`config.mk`:
```
export PLATFORM = sky130hd
export DESIGN_NAME = buck_setpoint_pok
export DESIGN_NICKNAME = d
export VERILOG_FILES = /design/src/buck_ctrl_pkg.sv /design/src/setpoint_slew.sv /design/src/buck_setpoint_pok.sv
export VERILOG_INCLUDE_DIRS = /design/src
export SDC_FILE = /design/constraint.sdc
export NUM_CORES = 1
export LEC_CHECK = 0
export BUFFER_PORTS_ARGS = -buffer_cell sky130_fd_sc_hd__buf_2
export CAP_MARGIN = 20
export CORE_MARGIN = 2
export CORE_UTILIZATION = 30
export DETAILED_ROUTE_END_ITERATION = 12
export PLACE_DENSITY = 0.48
export SYNTH_ARGS = -nofsm -noshare
export SYNTH_HDL_FRONTEND = slang
export SYNTH_SLANG_ARGS = --single-unit
```
`constraint.sdc`:
```
create_clock -name clk_i -period 7.7 [get_ports clk_i]
set_input_delay 1.54 -clock clk_i [delete_from_list [all_inputs] [get_ports clk_i]]
set_output_delay 1.54 -clock clk_i [all_outputs]
set_load 0.02 [all_outputs]
```
`src/buck_ctrl_defines.svh`:
```
// constants for the buck setpoint and power-ok interrupt block
`ifndef BUCK_CTRL_DEFINES_SVH
`define BUCK_CTRL_DEFINES_SVH
`define NUM_RAILS 4
`define CODE_W 8
`define MV_W 13
`define BASE_MV 13'd600
`define COARSE_STEP_MV 13'd20
`define FINE_STEP_MV 13'd5
`define COARSE_MAX_MV 13'd5260
`define POK_THRESH_PCT 10
`define STEP_TIME_NS 1000
`define CLK_PERIOD_NS 25
`define STEP_CYCLES ((`STEP_TIME_NS + `CLK_PERIOD_NS - 1) / `CLK_PERIOD_NS)
`define STEP_CNT_W 6
`endif

```
`src/buck_ctrl_pkg.sv`:
```
// types for the buck setpoint and power-ok interrupt block
package buck_ctrl_pkg;
	typedef logic [7:0]  code_t;
	typedef logic [12:0] mv_t;
endpackage

```
`src/setpoint_slew.sv`:
```
// one rail: setpoint stepping and voltage decode
`timescale 1ns/1ps
`default_nettype none
`include "buck_ctrl_defines.svh"
module setpoint_slew (
	input  wire logic                   clk_i,
	input  wire logic                   sys_rst_i,
	input  wire logic [7:0]             target_code_i,
	input  wire logic                   fine_mode_i,
	output logic      [7:0]             applied_code_o,
	output logic      [12:0]            target_mv_o,
	output logic                        stepping_o
);
	logic [`STEP_CNT_W-1:0] tick_cnt;
	wire                    tick_done = (tick_cnt == `STEP_CNT_W'(`STEP_CYCLES - 1));
	wire                    differ    = (applied_code_o != target_code_i);
	wire                    go_up     = (applied_code_o < target_code_i);
	wire [7:0]              next_code = go_up ? applied_code_o + 8'h01 : applied_code_o - 8'h01;
	wire [12:0]             coarse_mv = `BASE_MV + 13'(applied_code_o) * `COARSE_STEP_MV;
	wire [12:0]             fine_mv   = `BASE_MV + 13'(applied_code_o) * `FINE_STEP_MV;
	wire [12:0]             sat_mv    = (coarse_mv > `COARSE_MAX_MV) ? `COARSE_MAX_MV : coarse_mv;
	// one code per step
	always_ff @(posedge clk_i or posedge sys_rst_i) begin
		if (sys_rst_i) begin
			applied_code_o <= 8'h00;
			tick_cnt       <= '0;
		end else if (differ) begin
			tick_cnt <= tick_done ? '0 : tick_cnt + 1'b1;
			if (tick_done)
				applied_code_o <= next_code;
		end else begin
			tick_cnt <= '0;
		end
	end
	// per-rail decode
	always_ff @(posedge clk_i or posedge sys_rst_i) begin
		if (sys_rst_i) begin
			target_mv_o <= `BASE_MV;
			stepping_o  <= 1'b0;
		end else begin
			target_mv_o <= fine_mode_i ? fine_mv : sat_mv;
			stepping_o  <= differ;
		end
	end
	// single step moves
	a_step_size: assert property (@(posedge clk_i) disable iff (sys_rst_i)
		applied_code_o != $past(applied_code_o) |->
		(applied_code_o - $past(applied_code_o) == 8'h01) ||
		($past(applied_code_o) - applied_code_o == 8'h01))
		else $error("setpoint jumped more than one code");
	// coarse saturation
	a_coarse_sat: assert property (@(posedge clk_i) disable iff (sys_rst_i)
		!fine_mode_i && $past(!fine_mode_i) |-> target_mv_o <= `COARSE_MAX_MV)
		else $error("coarse voltage above ceiling");
	// fine ceiling
	a_fine_top: assert property (@(posedge clk_i) disable iff (sys_rst_i)
		$past(fine_mode_i) && $past(applied_code_o) == 8'hFF |-> target_mv_o == 13'd1875)
		else $error("fine top code wrong");
	c_slewing: cover property (@(posedge clk_i) disable iff (sys_rst_i) stepping_o ##1 !stepping_o);
endmodule
`default_nettype wire

```
`src/buck_setpoint_pok.sv`:
```
// four-rail setpoint control with power-ok status and latched interrupt
`timescale 1ns/1ps
`default_nettype none
`include "buck_ctrl_defines.svh"
// Operation
// power-ok bit is 0 while that output sits below its threshold
// undervoltage raises the interrupt only when that rail's fault enable is 1
// interrupt holds until rail off or regulating, and its status read
// interrupt latched: recovery alone or read alone never releases it
// coarse mode 0.6V plus 20mV per code, saturating at 5.26V
// fine mode 0.6V plus 5mV per code, 1.875V at all ones
// setpoint changes walk one code at a time to the target
// undervoltage fault ignored while the setpoint is walking
// each rail follows its host-written enable bit
// per-rail bit selects coarse or fine decoding
module buck_setpoint_pok (
	input  wire logic                   clk_i,
	input  wire logic                   sys_rst_i,
	input  wire logic [3:0]             rail_enable_i,
	input  wire logic [3:0]             fault_irq_enable_i,
	input  wire logic [3:0]             fine_mode_i,
	input  wire logic [3:0]             voltage_scaling_enable_i,
	input  wire logic [31:0]            setpoint_primary_i,
	input  wire logic [31:0]            setpoint_secondary_i,
	input  wire logic [3:0]             below_threshold_i,
	input  wire logic [3:0]             status_read_i,
	output logic      [3:0]             rail_on_o,
	output logic      [3:0]             output_in_regulation_o,
	output logic      [31:0]            output_setpoint_code_o,
	output logic      [51:0]            target_mv_o,
	output logic      [3:0]             stepping_o,
	output logic                        interrupt_request_n_o
);
	logic [3:0]  uv_s1, uv_s2, uv_s3;
	logic [3:0]  pending;
	logic [3:0]  read_seen;
	logic [3:0]  uv_now;
	logic [3:0]  next_pending;
	logic [3:0]  next_read_seen;
	logic [31:0] applied;
	logic [51:0] mv_all;
	logic [3:0]  step_all;
	logic [3:0]  uv_filt;
	wire  [3:0]  uv_agree_set = uv_s2 & uv_s3;
	wire  [3:0]  uv_agree_clr = ~uv_s2 & ~uv_s3;
	// analog comparator crosses clock domain
	always_ff @(posedge clk_i or posedge sys_rst_i) begin
		if (sys_rst_i) begin
			uv_s1 <= 4'h0;
			uv_s2 <= 4'h0;
			uv_s3 <= 4'h0;
		end else begin
			uv_s1 <= below_threshold_i;
			uv_s2 <= uv_s1;
			uv_s3 <= uv_s2;
		end
	end
	// comparator change taken once stages two and three agree
	always_ff @(posedge clk_i or posedge sys_rst_i) begin
		if (sys_rst_i) begin
			uv_filt <= 4'h0;
		end else begin
			uv_filt <= uv_agree_set | (uv_filt & ~uv_agree_clr);
		end
	end
	genvar g;
	generate
		for (g = 0; g < `NUM_RAILS; g++) begin : g_rail
			wire buck_ctrl_pkg::code_t sel_code = voltage_scaling_enable_i[g] ?
				setpoint_secondary_i[g*8 +: 8] : setpoint_primary_i[g*8 +: 8];
			// filtered fault, masked while walking or off
			assign uv_now[g] = uv_filt[g] & rail_on_o[g] & ~step_all[g];
			wire recovered = ~rail_on_o[g] | ~uv_now[g];
			// enabled undervoltage sets latch
			wire set_irq = uv_now[g] & fault_irq_enable_i[g];
			// clear only after read and recovery
			wire clr_irq = (read_seen[g] | status_read_i[g]) & recovered;
			assign next_pending[g] = set_irq | (pending[g] & ~clr_irq);
			// read kept unless a fresh fault restarts the latch
			wire fresh_fault = set_irq & ~pending[g];
			assign next_read_seen[g] = next_pending[g] & ~fresh_fault &
				(read_seen[g] | status_read_i[g]);
			// per-rail set
			a_rail_set: assert property (@(posedge clk_i) disable iff (sys_rst_i)
				uv_now[g] && fault_irq_enable_i[g] |=> pending[g])
				else $error("enabled rail fault not latched");
			// disabled rail never latches
			a_rail_masked: assert property (@(posedge clk_i) disable iff (sys_rst_i)
				!fault_irq_enable_i[g] && !pending[g] |=> !pending[g])
				else $error("disabled rail fault latched");
			// latch holds while fault stands
			a_rail_hold: assert property (@(posedge clk_i) disable iff (sys_rst_i)
				pending[g] && !recovered |=> pending[g])
				else $error("rail latch dropped during fault");
			// latch holds without read
			a_rail_noread: assert property (@(posedge clk_i) disable iff (sys_rst_i)
				pending[g] && !read_seen[g] && !status_read_i[g] |=> pending[g])
				else $error("rail latch dropped without read");
			// read plus recovery clears
			a_rail_clear: assert property (@(posedge clk_i) disable iff (sys_rst_i)
				pending[g] && recovered && (read_seen[g] || status_read_i[g]) |=> !pending[g])
				else $error("rail latch not cleared");
			// status low under threshold
			a_rail_pok: assert property (@(posedge clk_i) disable iff (sys_rst_i)
				uv_filt[g] |=> !output_in_regulation_o[g])
				else $error("rail power-ok high in undervoltage");
			// switched-off rail flags nothing
			a_off_mask: assert property (@(posedge clk_i) disable iff (sys_rst_i)
				!rail_on_o[g] |-> !uv_now[g])
				else $error("fault flagged on a rail that is off");
			setpoint_slew u_slew (
				.clk_i          (clk_i),
				.sys_rst_i      (sys_rst_i),
				.target_code_i  (sel_code),
				.fine_mode_i    (fine_mode_i[g]),
				.applied_code_o (applied[g*8 +: 8]),
				.target_mv_o    (mv_all[g*13 +: 13]),
				.stepping_o     (step_all[g])
			);
		end
	endgenerate
	// enable follows host bit
	always_ff @(posedge clk_i or posedge sys_rst_i) begin
		if (sys_rst_i) begin
			rail_on_o <= 4'h0;
		end else begin
			rail_on_o <= rail_enable_i;
		end
	end
	// power-ok status
	always_ff @(posedge clk_i or posedge sys_rst_i) begin
		if (sys_rst_i) begin
			output_in_regulation_o <= 4'h0;
		end else begin
			output_in_regulation_o <= rail_on_o & ~uv_filt;
		end
	end
	// applied codes out
	always_ff @(posedge clk_i or posedge sys_rst_i) begin
		if (sys_rst_i) begin
			output_setpoint_code_o <= 32'h0000_0000;
		end else begin
			output_setpoint_code_o <= applied;
		end
	end
	// decoded millivolts out
	always_ff @(posedge clk_i or posedge sys_rst_i) begin
		if (sys_rst_i) begin
			target_mv_o <= 52'h0_0000_0000_0000;
		end else begin
			target_mv_o <= mv_all;
		end
	end
	// walking flags out
	always_ff @(posedge clk_i or posedge sys_rst_i) begin
		if (sys_rst_i) begin
			stepping_o <= 4'h0;
		end else begin
			stepping_o <= step_all;
		end
	end
	// latched interrupt state
	always_ff @(posedge clk_i or posedge sys_rst_i) begin
		if (sys_rst_i) begin
			pending <= 4'h0;
		end else begin
			pending <= next_pending;
		end
	end
	// remembered status reads
	always_ff @(posedge clk_i or posedge sys_rst_i) begin
		if (sys_rst_i) begin
			read_seen <= 4'h0;
		end else begin
			read_seen <= next_read_seen;
		end
	end
	// interrupt pin
	always_ff @(posedge clk_i or posedge sys_rst_i) begin
		if (sys_rst_i) begin
			interrupt_request_n_o <= 1'b1;
		end else begin
			interrupt_request_n_o <= ~|next_pending;
		end
	end
	// enabled fault raises interrupt
	a_irq_raise: assert property (@(posedge clk_i) disable iff (sys_rst_i)
		|(uv_now & fault_irq_enable_i) |=> !interrupt_request_n_o)
		else $error("enabled fault did not raise interrupt");
	// no release without read
	a_irq_needs_read: assert property (@(posedge clk_i) disable iff (sys_rst_i)
		!interrupt_request_n_o && status_read_i == 4'h0 && read_seen == 4'h0
		|=> !interrupt_request_n_o)
		else $error("interrupt released without a status read");
	// no release while fault stands
	a_irq_holds_fault: assert property (@(posedge clk_i) disable iff (sys_rst_i)
		|(pending & uv_now) |=> !interrupt_request_n_o)
		else $error("interrupt released while fault present");
	// status low under threshold
	a_pok_low: assert property (@(posedge clk_i) disable iff (sys_rst_i)
		|uv_filt |=> (output_in_regulation_o & $past(uv_filt)) == 4'h0)
		else $error("power-ok high during undervoltage");
	// walking masks faults
	a_walk_mask: assert property (@(posedge clk_i) disable iff (sys_rst_i)
		|step_all |-> (uv_now & step_all) == 4'h0)
		else $error("fault flagged while stepping");
	// enable tracking
	a_enable_follow: assert property (@(posedge clk_i) disable iff (sys_rst_i)
		1'b1 |=> rail_on_o == $past(rail_enable_i))
		else $error("rail enable not followed");
	c_irq_cycle: cover property (@(posedge clk_i) disable iff (sys_rst_i)
		interrupt_request_n_o ##1 !interrupt_request_n_o ##[1:50] interrupt_request_n_o);
	c_read_first: cover property (@(posedge clk_i) disable iff (sys_rst_i)
		|(pending & status_read_i & uv_now));
	c_masked: cover property (@(posedge clk_i) disable iff (sys_rst_i)
		|(uv_now & ~fault_irq_enable_i));
endmodule
`default_nettype wire

```
==> summary.md, run 1 <==
| Metric | Value |
|---|---|
| Final WS setup | between 3000 and 4000 ps |
| Slew HR | 28.2% |
| Post-synthesis compound-gate area fraction | between 10% and 20% |
| Drt pass-1 iters | 7 |
| Distinct cells, synth | 75 |
| Slew Viols, Final | 0 |
| All-layer global routing usage | 12.9% |
| Clock transition at path regs | around 60 ps |
| GP Congestion | 0.805 |
| H-Tree Depth | 1 |
| Initial antenna violation count | 3 |
| R2r setup slk | 3790 ps |
| Worst-Margin Slew | 1070 ps |
| Vias in the first global route | 9,984 |
| Mean post-synth cell area | roughly 11 µm² |
| FF-to-FF End | g_rail[1].u_slew.target_mv_o[10] |
| Die ar. | 47,300 µm² |
| PortBufs | approximately 190 |
| CP max stage delay | 820 ps |
| Num ports | 187 |
| CP required | 8180 ps |
| CTS buffer count | 28 |
| Vias per Instance | 4.65 |
| Worst Skew | 8.27 ps |
| Leak pwr | 7.70 nW |
| Crit path max-delay cell type | o21ai_0 |
| Depth of the worst register-to-register path | 12 |
| Initial DRC count | 277 |
| CTS sink cnt | 233 |
| WP data arrival | 5090 ps |
| Post-CTS setup buffer count | 0 |
| Asr flop ratio synth | between 90% and 100% |
| Sw Ratio | 42.6% |
| Area delta synth->final | 19.2% |
| TritonCTS clock tree | built |
| Final WL | 30,400 µm |
| PostCTS Resize Cnt | 0 |
| Most frequent cells in the layout | dfrtp_1, buf_2, ha_1 |
| RSZ-0062 raised after global routing | false |
| Pwr/cell area | 455 nW/µm² |
| Post-synth EDFFs | 0 |
| Row cnt | 78 |
| Final period utilization | 59.8% |
| Setup_tns | 0 ps |
| Top_reg_cell synth | dfrtp_1 |
| Critical Path End | g_rail[1].u_slew.applied_code_o[7] |
| Seq/Total Area, Yosys | 42.8% |
| Power Internal | 4.26 mW |
| Grt total ovfl | 0 |
| Minimum clock period | around 4600 ps |
| Seq pwr share | 27.3% |
| First-pass GRT wire length | 50,500 µm |
| Final count of hold timing violations | 0 |
| Layout cells sized above 1 | approximately a fifth |
| Yosys top cell area share | 39.5% |
| Largest delay share family, worst path | compound AO/OA/AOI/OAI gates |
| Commonest non-fill, non-tap cell in the layout | dfrtp_1 |
| DRC | 0 |
| Logic pwr share | 53.9% |
| Min-Delay Path Class | reg -> reg |
| Clock Root Buffer | clkbuf_16 |
| Clock power frac | about a fifth |
| Seq cells post-synth | 233 |
| Levels on crit path | 17 |
| Net Sw Power | 3.16 mW |
| Placed instance area | 15,300 µm² |
| Synth area leaders | dfrtp_1, ha_1, xnor2_1, dfstp_2, fa_1 |
| Reg2reg start | g_rail[1].u_slew.applied_code_o[1] |
| Synth Net Count | roughly 1,600 |
| Buf+Inv Stages, Crit Path | 1 |
| Gate Count Post-Synth | 1,281 |
| Filler cells | 4,551 |
| Finish-stage setup viols | 0 |
| Fin area | 16,300 µm² |
| Starting density of the core | 30.3% |
| Die W | 218 µm |
| Cell Area, Synth | about 14,000 µm² |
| Hpwl dp | around 23,000 µm |
| Wire per inst | 14.5 µm |
| CP startpoint | voltage_scaling_enable_i[1] |
| Dpl ws | 2500 ps |
| Core footprint | ~45,000 µm² |
| Via count | 9,774 |
| Yosys warnings | 0 |
| Top cell type by total area after synthesis | dfrtp_1 |
| Main combinational cell family by area after synthesis | adder cells |
| Critical path peak fanout | 8 |
| Post-synthesis mux area share | 3.41% |
| Run status | finished clean |
| Final nets | 1,750 |
| Post-Synth Adder-Cell Area | 17.8% |
| Clk_lat worst skew | 560 ps |
| CTS Buffer Depth | 3 |
| Max-cap violation count | 0 |
| Die Span Y | 218 µm |
| Startpoint Class | input port |
| CP Capture Type | flip-flop |
| Largest net degree at the start of global routing | 136 |
| Utilization after layout | 36.1% |
| Sequence of cells on the critical path | buf_2, mux2_2, ha_1, nor2b_1, o21ai_0, nand2b_1, a21oi_1, o21ai_0, ha_1, a21o_1, a21oi_1, o21bai_1, a21oi_1, o21ai_0, xnor2_1, nor2_1, xnor2_1 |
| WS Path Type | in -> reg |
| Synth Area in XOR/XNOR | 7.92% |
| Hold_buf cts | 0 |
| Synth Area in Simple Gates | 10.9% |
| VDD IR max | 0.194 mV |
| Total power draw | around 7.4 mW |
| Antenna Nets Post-Route | 0 |
| Top achievable clock speed | 217 MHz |
## area by class of cell
class                           count  area, µm²  area share (%)
Sequential cell                   233       5850            35.9
Clock inverter                     16        236            1.45
Antenna cell                        2       5.00          0.0307
Inverter                           84        319            1.96
Timing Repair Buffer              190        968            5.93
Clock buffer                       36        751            4.60
Tap cell                          600        751            4.60
Multi-Input combinational cell    943       7440            45.6
## power by group through the flow
stage | Clock, mW | Combinational [mW] | Sequential, mW
5_1_grt | 1.51 | 4.59 | 2.10
2_1_floorplan | 0 | 2.90 | 2.18
3_3_place_gp | 0 | 3.97 | 2.06
6_report | 1.40 | 4.00 | 2.03
4_1_cts | 1.46 | 4.04 | 2.05
3_5_place_dp | 0 | 4.01 | 2.06
## state kept, by name (all words and copies together) (netlist names)
register                      cells
rail_on_o                         4
uv_s1                             4
output_setpoint_code_o           32
output_in_regulation_o            4
interrupt_request_n_o             1
uv_s3                             4
uv_filt                           4
g_rail.u_slew.applied_code_o     32
pending                           4
g_rail.u_slew.target_mv_o        52
stepping_o                        4
read_seen                         4
uv_s2                             4
g_rail.u_slew.tick_cnt           24
target_mv_o                      52
g_rail.u_slew.stepping_o          4
## per-stage QoR
stage	hold WS, ps	std cells
after floorplan	331	1281
after global placement	333	2048
after detailed placement	335	2048
after CTS	339	2100
after global routing	350	2102
final	345	2104
## cells by family after synthesis
family | Yosys count
buffers and inverters | 105
muxes | 45
and+or+nand+nor | 295
AOI/OAI and AO/OA | 297
DFF | 233
xor gates and xnor gates | 122
adders and majority gates | 184
## Yosys cell counts, types with 8 or more instances
library cell	instances
o21ai_0	76
mux2_2	13
o211ai_1	10
a22oi_1	9
nor2_1	85
o21a_1	8
fa_1	20
nor2b_1	28
inv_1	83
xnor2_1	79
dfstp_2	17
xor2_1	41
nor3b_1	12
nand3_1	19
a211oi_1	12
a21oi_1	74
nand2b_1	21
ha_1	160
o31a_1	14
mux2i_1	32
dfrtp_1	216
nand4_1	9
clkbuf_1	19
o21bai_1	8
nand2_1	75
a21o_1	29
## layer usage
layer | track usage [%] | share of wire, % | up-vias
met2 | 21.8 | 47 | 172
met1 | 16.7 | 46 | 4633
met4 | 3.26 | 1.8 | 4
met3 | 3.00 | 5.7 | 39
li1 | - | - | 4926
met5 | 0 | 0.079 | -
## how the worst min path moves through the flow
stage / from / endpoint / slack (ps) / cells after the start
floorplan: g_rail[0].u_slew.target_mv_o[0] / target_mv_o[0] / 330 / 0
global placement: g_rail[2].u_slew.target_mv_o[11] / target_mv_o[37] / 330 / 0
detailed placement: g_rail[2].u_slew.target_mv_o[7] / target_mv_o[33] / 330 / 0
CTS: g_rail[3].u_slew.target_mv_o[10] / target_mv_o[49] / 340 / 0
global route: g_rail[3].u_slew.target_mv_o[10] / target_mv_o[49] / 350 / 0
finish: g_rail[2].u_slew.target_mv_o[11] / target_mv_o[37] / 350 / 0
No activity file was read; power rests on OpenSTA's default activity.
==> inputs of run 2 (changes only) <==
PLACE_DENSITY = 0.46   (was 0.48)
clock period = 4.7 ns   (was 7.7 ns; I/O delays follow)
==> run 2 against run 1 <==
  * Largest cell class unchanged
  * Cell count about the same
  * Via count up 0.47%
  * Clock skew grew 4.1 ps
  * Flip-flop and latch count is the same
  * Sequential power grew 62%
==> summary.md, run 2 (synthesis results as in run 1) <==
| Metric | Value |
|---|---|
| Initial DRC count | 365 |
| Drt pass-1 iters | 4 |
| CP max stage delay | 330 ps |
| Clk_lat worst skew | about 560 ps |
| Clock Root Buffer | clkbuf_16 |
| Buf+Inv Stages, Crit Path | 1 |
| WP data arrival | 4300 ps |
| CTS Buffer Depth | 3 |
| Finish-stage setup viols | 0 |
| Top achievable clock speed | 261 MHz |
| Final WL | 31,200 µm |
| Die W | approximately 220 µm |
| Largest net degree at the start of global routing | roughly 140 |
| Final period utilization | 81.4% |
| Wire per inst | 14.8 µm |
| Post-CTS setup buffer count | 0 |
| CTS sink cnt | ~230 |
| Setup_tns | 0 ps |
| # diodes | 0 |
| Core footprint | 45,200 µm² |
| RSZ-0062 raised after global routing | false |
| Worst-Margin Slew | around 770 ps |
| Critical path peak fanout | 8 |
| Vias in the first global route | 9,862 |
| Num ports | 187 |
| Leak pwr | 7.71 nW |
| Die ar. | roughly 47,000 µm² |
| Multi-input combinational cell area | 7440 µm² |
| Starting density of the core | a little under a third |
| WS Path Type | in -> reg |
| Most frequent cells in the layout | dfrtp_1, buf_2, ha_1 |
| Minimum clock period | ~3800 ps |
| Final count of hold timing violations | 0 |
| Slew Viols, Final | 0 |
| First-pass GRT wire length | a little over 50,000 µm |
| GP Congestion | 0.796 |
| Hold_buf cts | 0 |
| CP Capture Type | flip-flop |
| CP required | between 5000 and 6000 ps |
| Vias per Instance | about 4.7 |
| PostCTS Resize Cnt | 0 |
| All-layer global routing usage | 13.2% |
| DRC | 0 |
| Die Span Y | around 220 µm |
| Largest regs | g_rail.u_slew.target_mv_o x52, target_mv_o x52 |
| Antenna Nets Post-Route | 0 |
| Hpwl dp | ~23,000 µm |
| H-Tree Depth | 1 |
| Max-cap violation count | 0 |
| Slew HR | 47.7% |
| Run status | finished clean |
| Total power draw | 12.1 mW |
| Row cnt | 78 |
| Via count | just under 10,000 |
| Worst Skew | 12.4 ps |
| Initial antenna violation count | 2 |
| Layout cells sized above 1 | between 10% and 20% |
| Startpoint Class | input port |
| Largest delay share family, worst path | compound AO/OA/AOI/OAI gates |
| Levels on crit path | 18 |
| Depth of the worst register-to-register path | 12 |
| Utilization after layout | between 30 and 40% |
| Sequence of cells on the critical path | buf_2, mux2i_1, ha_1, nor2b_1, o21a_1, o21a_1, o211ai_1, a21o_1, nand2_1, ha_1, a21o_1, a21oi_1, o21bai_1, a21oi_1, o21ai_0, a21o_1, a21oi_1, xnor2_1 |
| Final nets | 1,755 |
| Min-Delay Path Class | reg -> reg |
| Worst hold path depth | 0 |
| CTS buffer count | 28 |
| Crit path max-delay cell type | ha_1 |
| Clock transition at path regs | 60 ps |
| PortBufs | around 190 |
| Grt total ovfl | 0 |
| Filler cells | 4,588 |
| VDD IR max | 0.343 mV |
| FF+latch area | 5850 µm² |
| TritonCTS clock tree | built |
| Pwr/cell area | 744 nW/µm² |
| Area delta synth->final | 19.3% |
| Commonest non-fill, non-tap cell in the layout | dfrtp_1 |
## run 2: cell count changes in the layout (fill, tap and decap cells not counted), moves of 2 or more
cell,delta
clkbuf_1,+2
clkbuf_8,+2
buf_4,+6
buf_2,-2
clkinv_4,-2
bufinv_16,-2
diode_2,-2
inv_6,-2
## run 2: layout make-up
type / count / area share [%]
Tap cell: 600 / 4.60
Multi-Input combinational cell: 943 / 45.6
Sequential cell: 233 / 35.8
Clock buffer: 41 / 4.97
Clock inverter: 10 / 0.812
Timing Repair Buffer: 195 / 6.27
Inverter: 84 / 1.95
## run 2: metal layers
| layer | wire [µm] | track usage (%) | share of wire, % | up-vias |
|---|---|---|---|---|
| met4 | 655 | 3.20 | 2.1 | 4 |
| met5 | 27 | 0 | 0.087 | - |
| met2 | 14300 | 21.5 | 46 | 165 |
| met1 | 14600 | 17.7 | 47 | 4672 |
| met3 | 1540 | 2.96 | 4.9 | 44 |
| li1 | - | - | - | 4935 |
## run 2: through the flow
step	std cells	worst slack [ps]	hold WS, ps	cell area, µm²
floorplan	1281	405	331	13700
detailed placement	2055	305	335	15400
global placement	2055	371	332	15400
global route	2106	613	353	16300
CTS	2106	866	348	16300
finish	2106	872	346	16300
## run 2: power breakdown
group,internal (mW),switching [mW]
combinational,2.84,3.83
sequential,2.77,0.517
clock,1.35,0.845
## run 2: worst paths after layout
kind                                               startpoint                                  to  slack, ps
max reg2reg                g_rail[2].u_slew.applied_code_o[1]     g_rail[2].u_slew.target_mv_o[5]        880
max in group asynchronous                           sys_rst_i                     target_mv_o[50]       3510
min reg2reg                  g_rail[2].u_slew.target_mv_o[10]                     target_mv_o[36]        350
min                          g_rail[2].u_slew.target_mv_o[10]                     target_mv_o[36]        350
max                               voltage_scaling_enable_i[3]  g_rail[3].u_slew.applied_code_o[7]        870
min in group asynchronous                           sys_rst_i     g_rail[0].u_slew.target_mv_o[0]        550
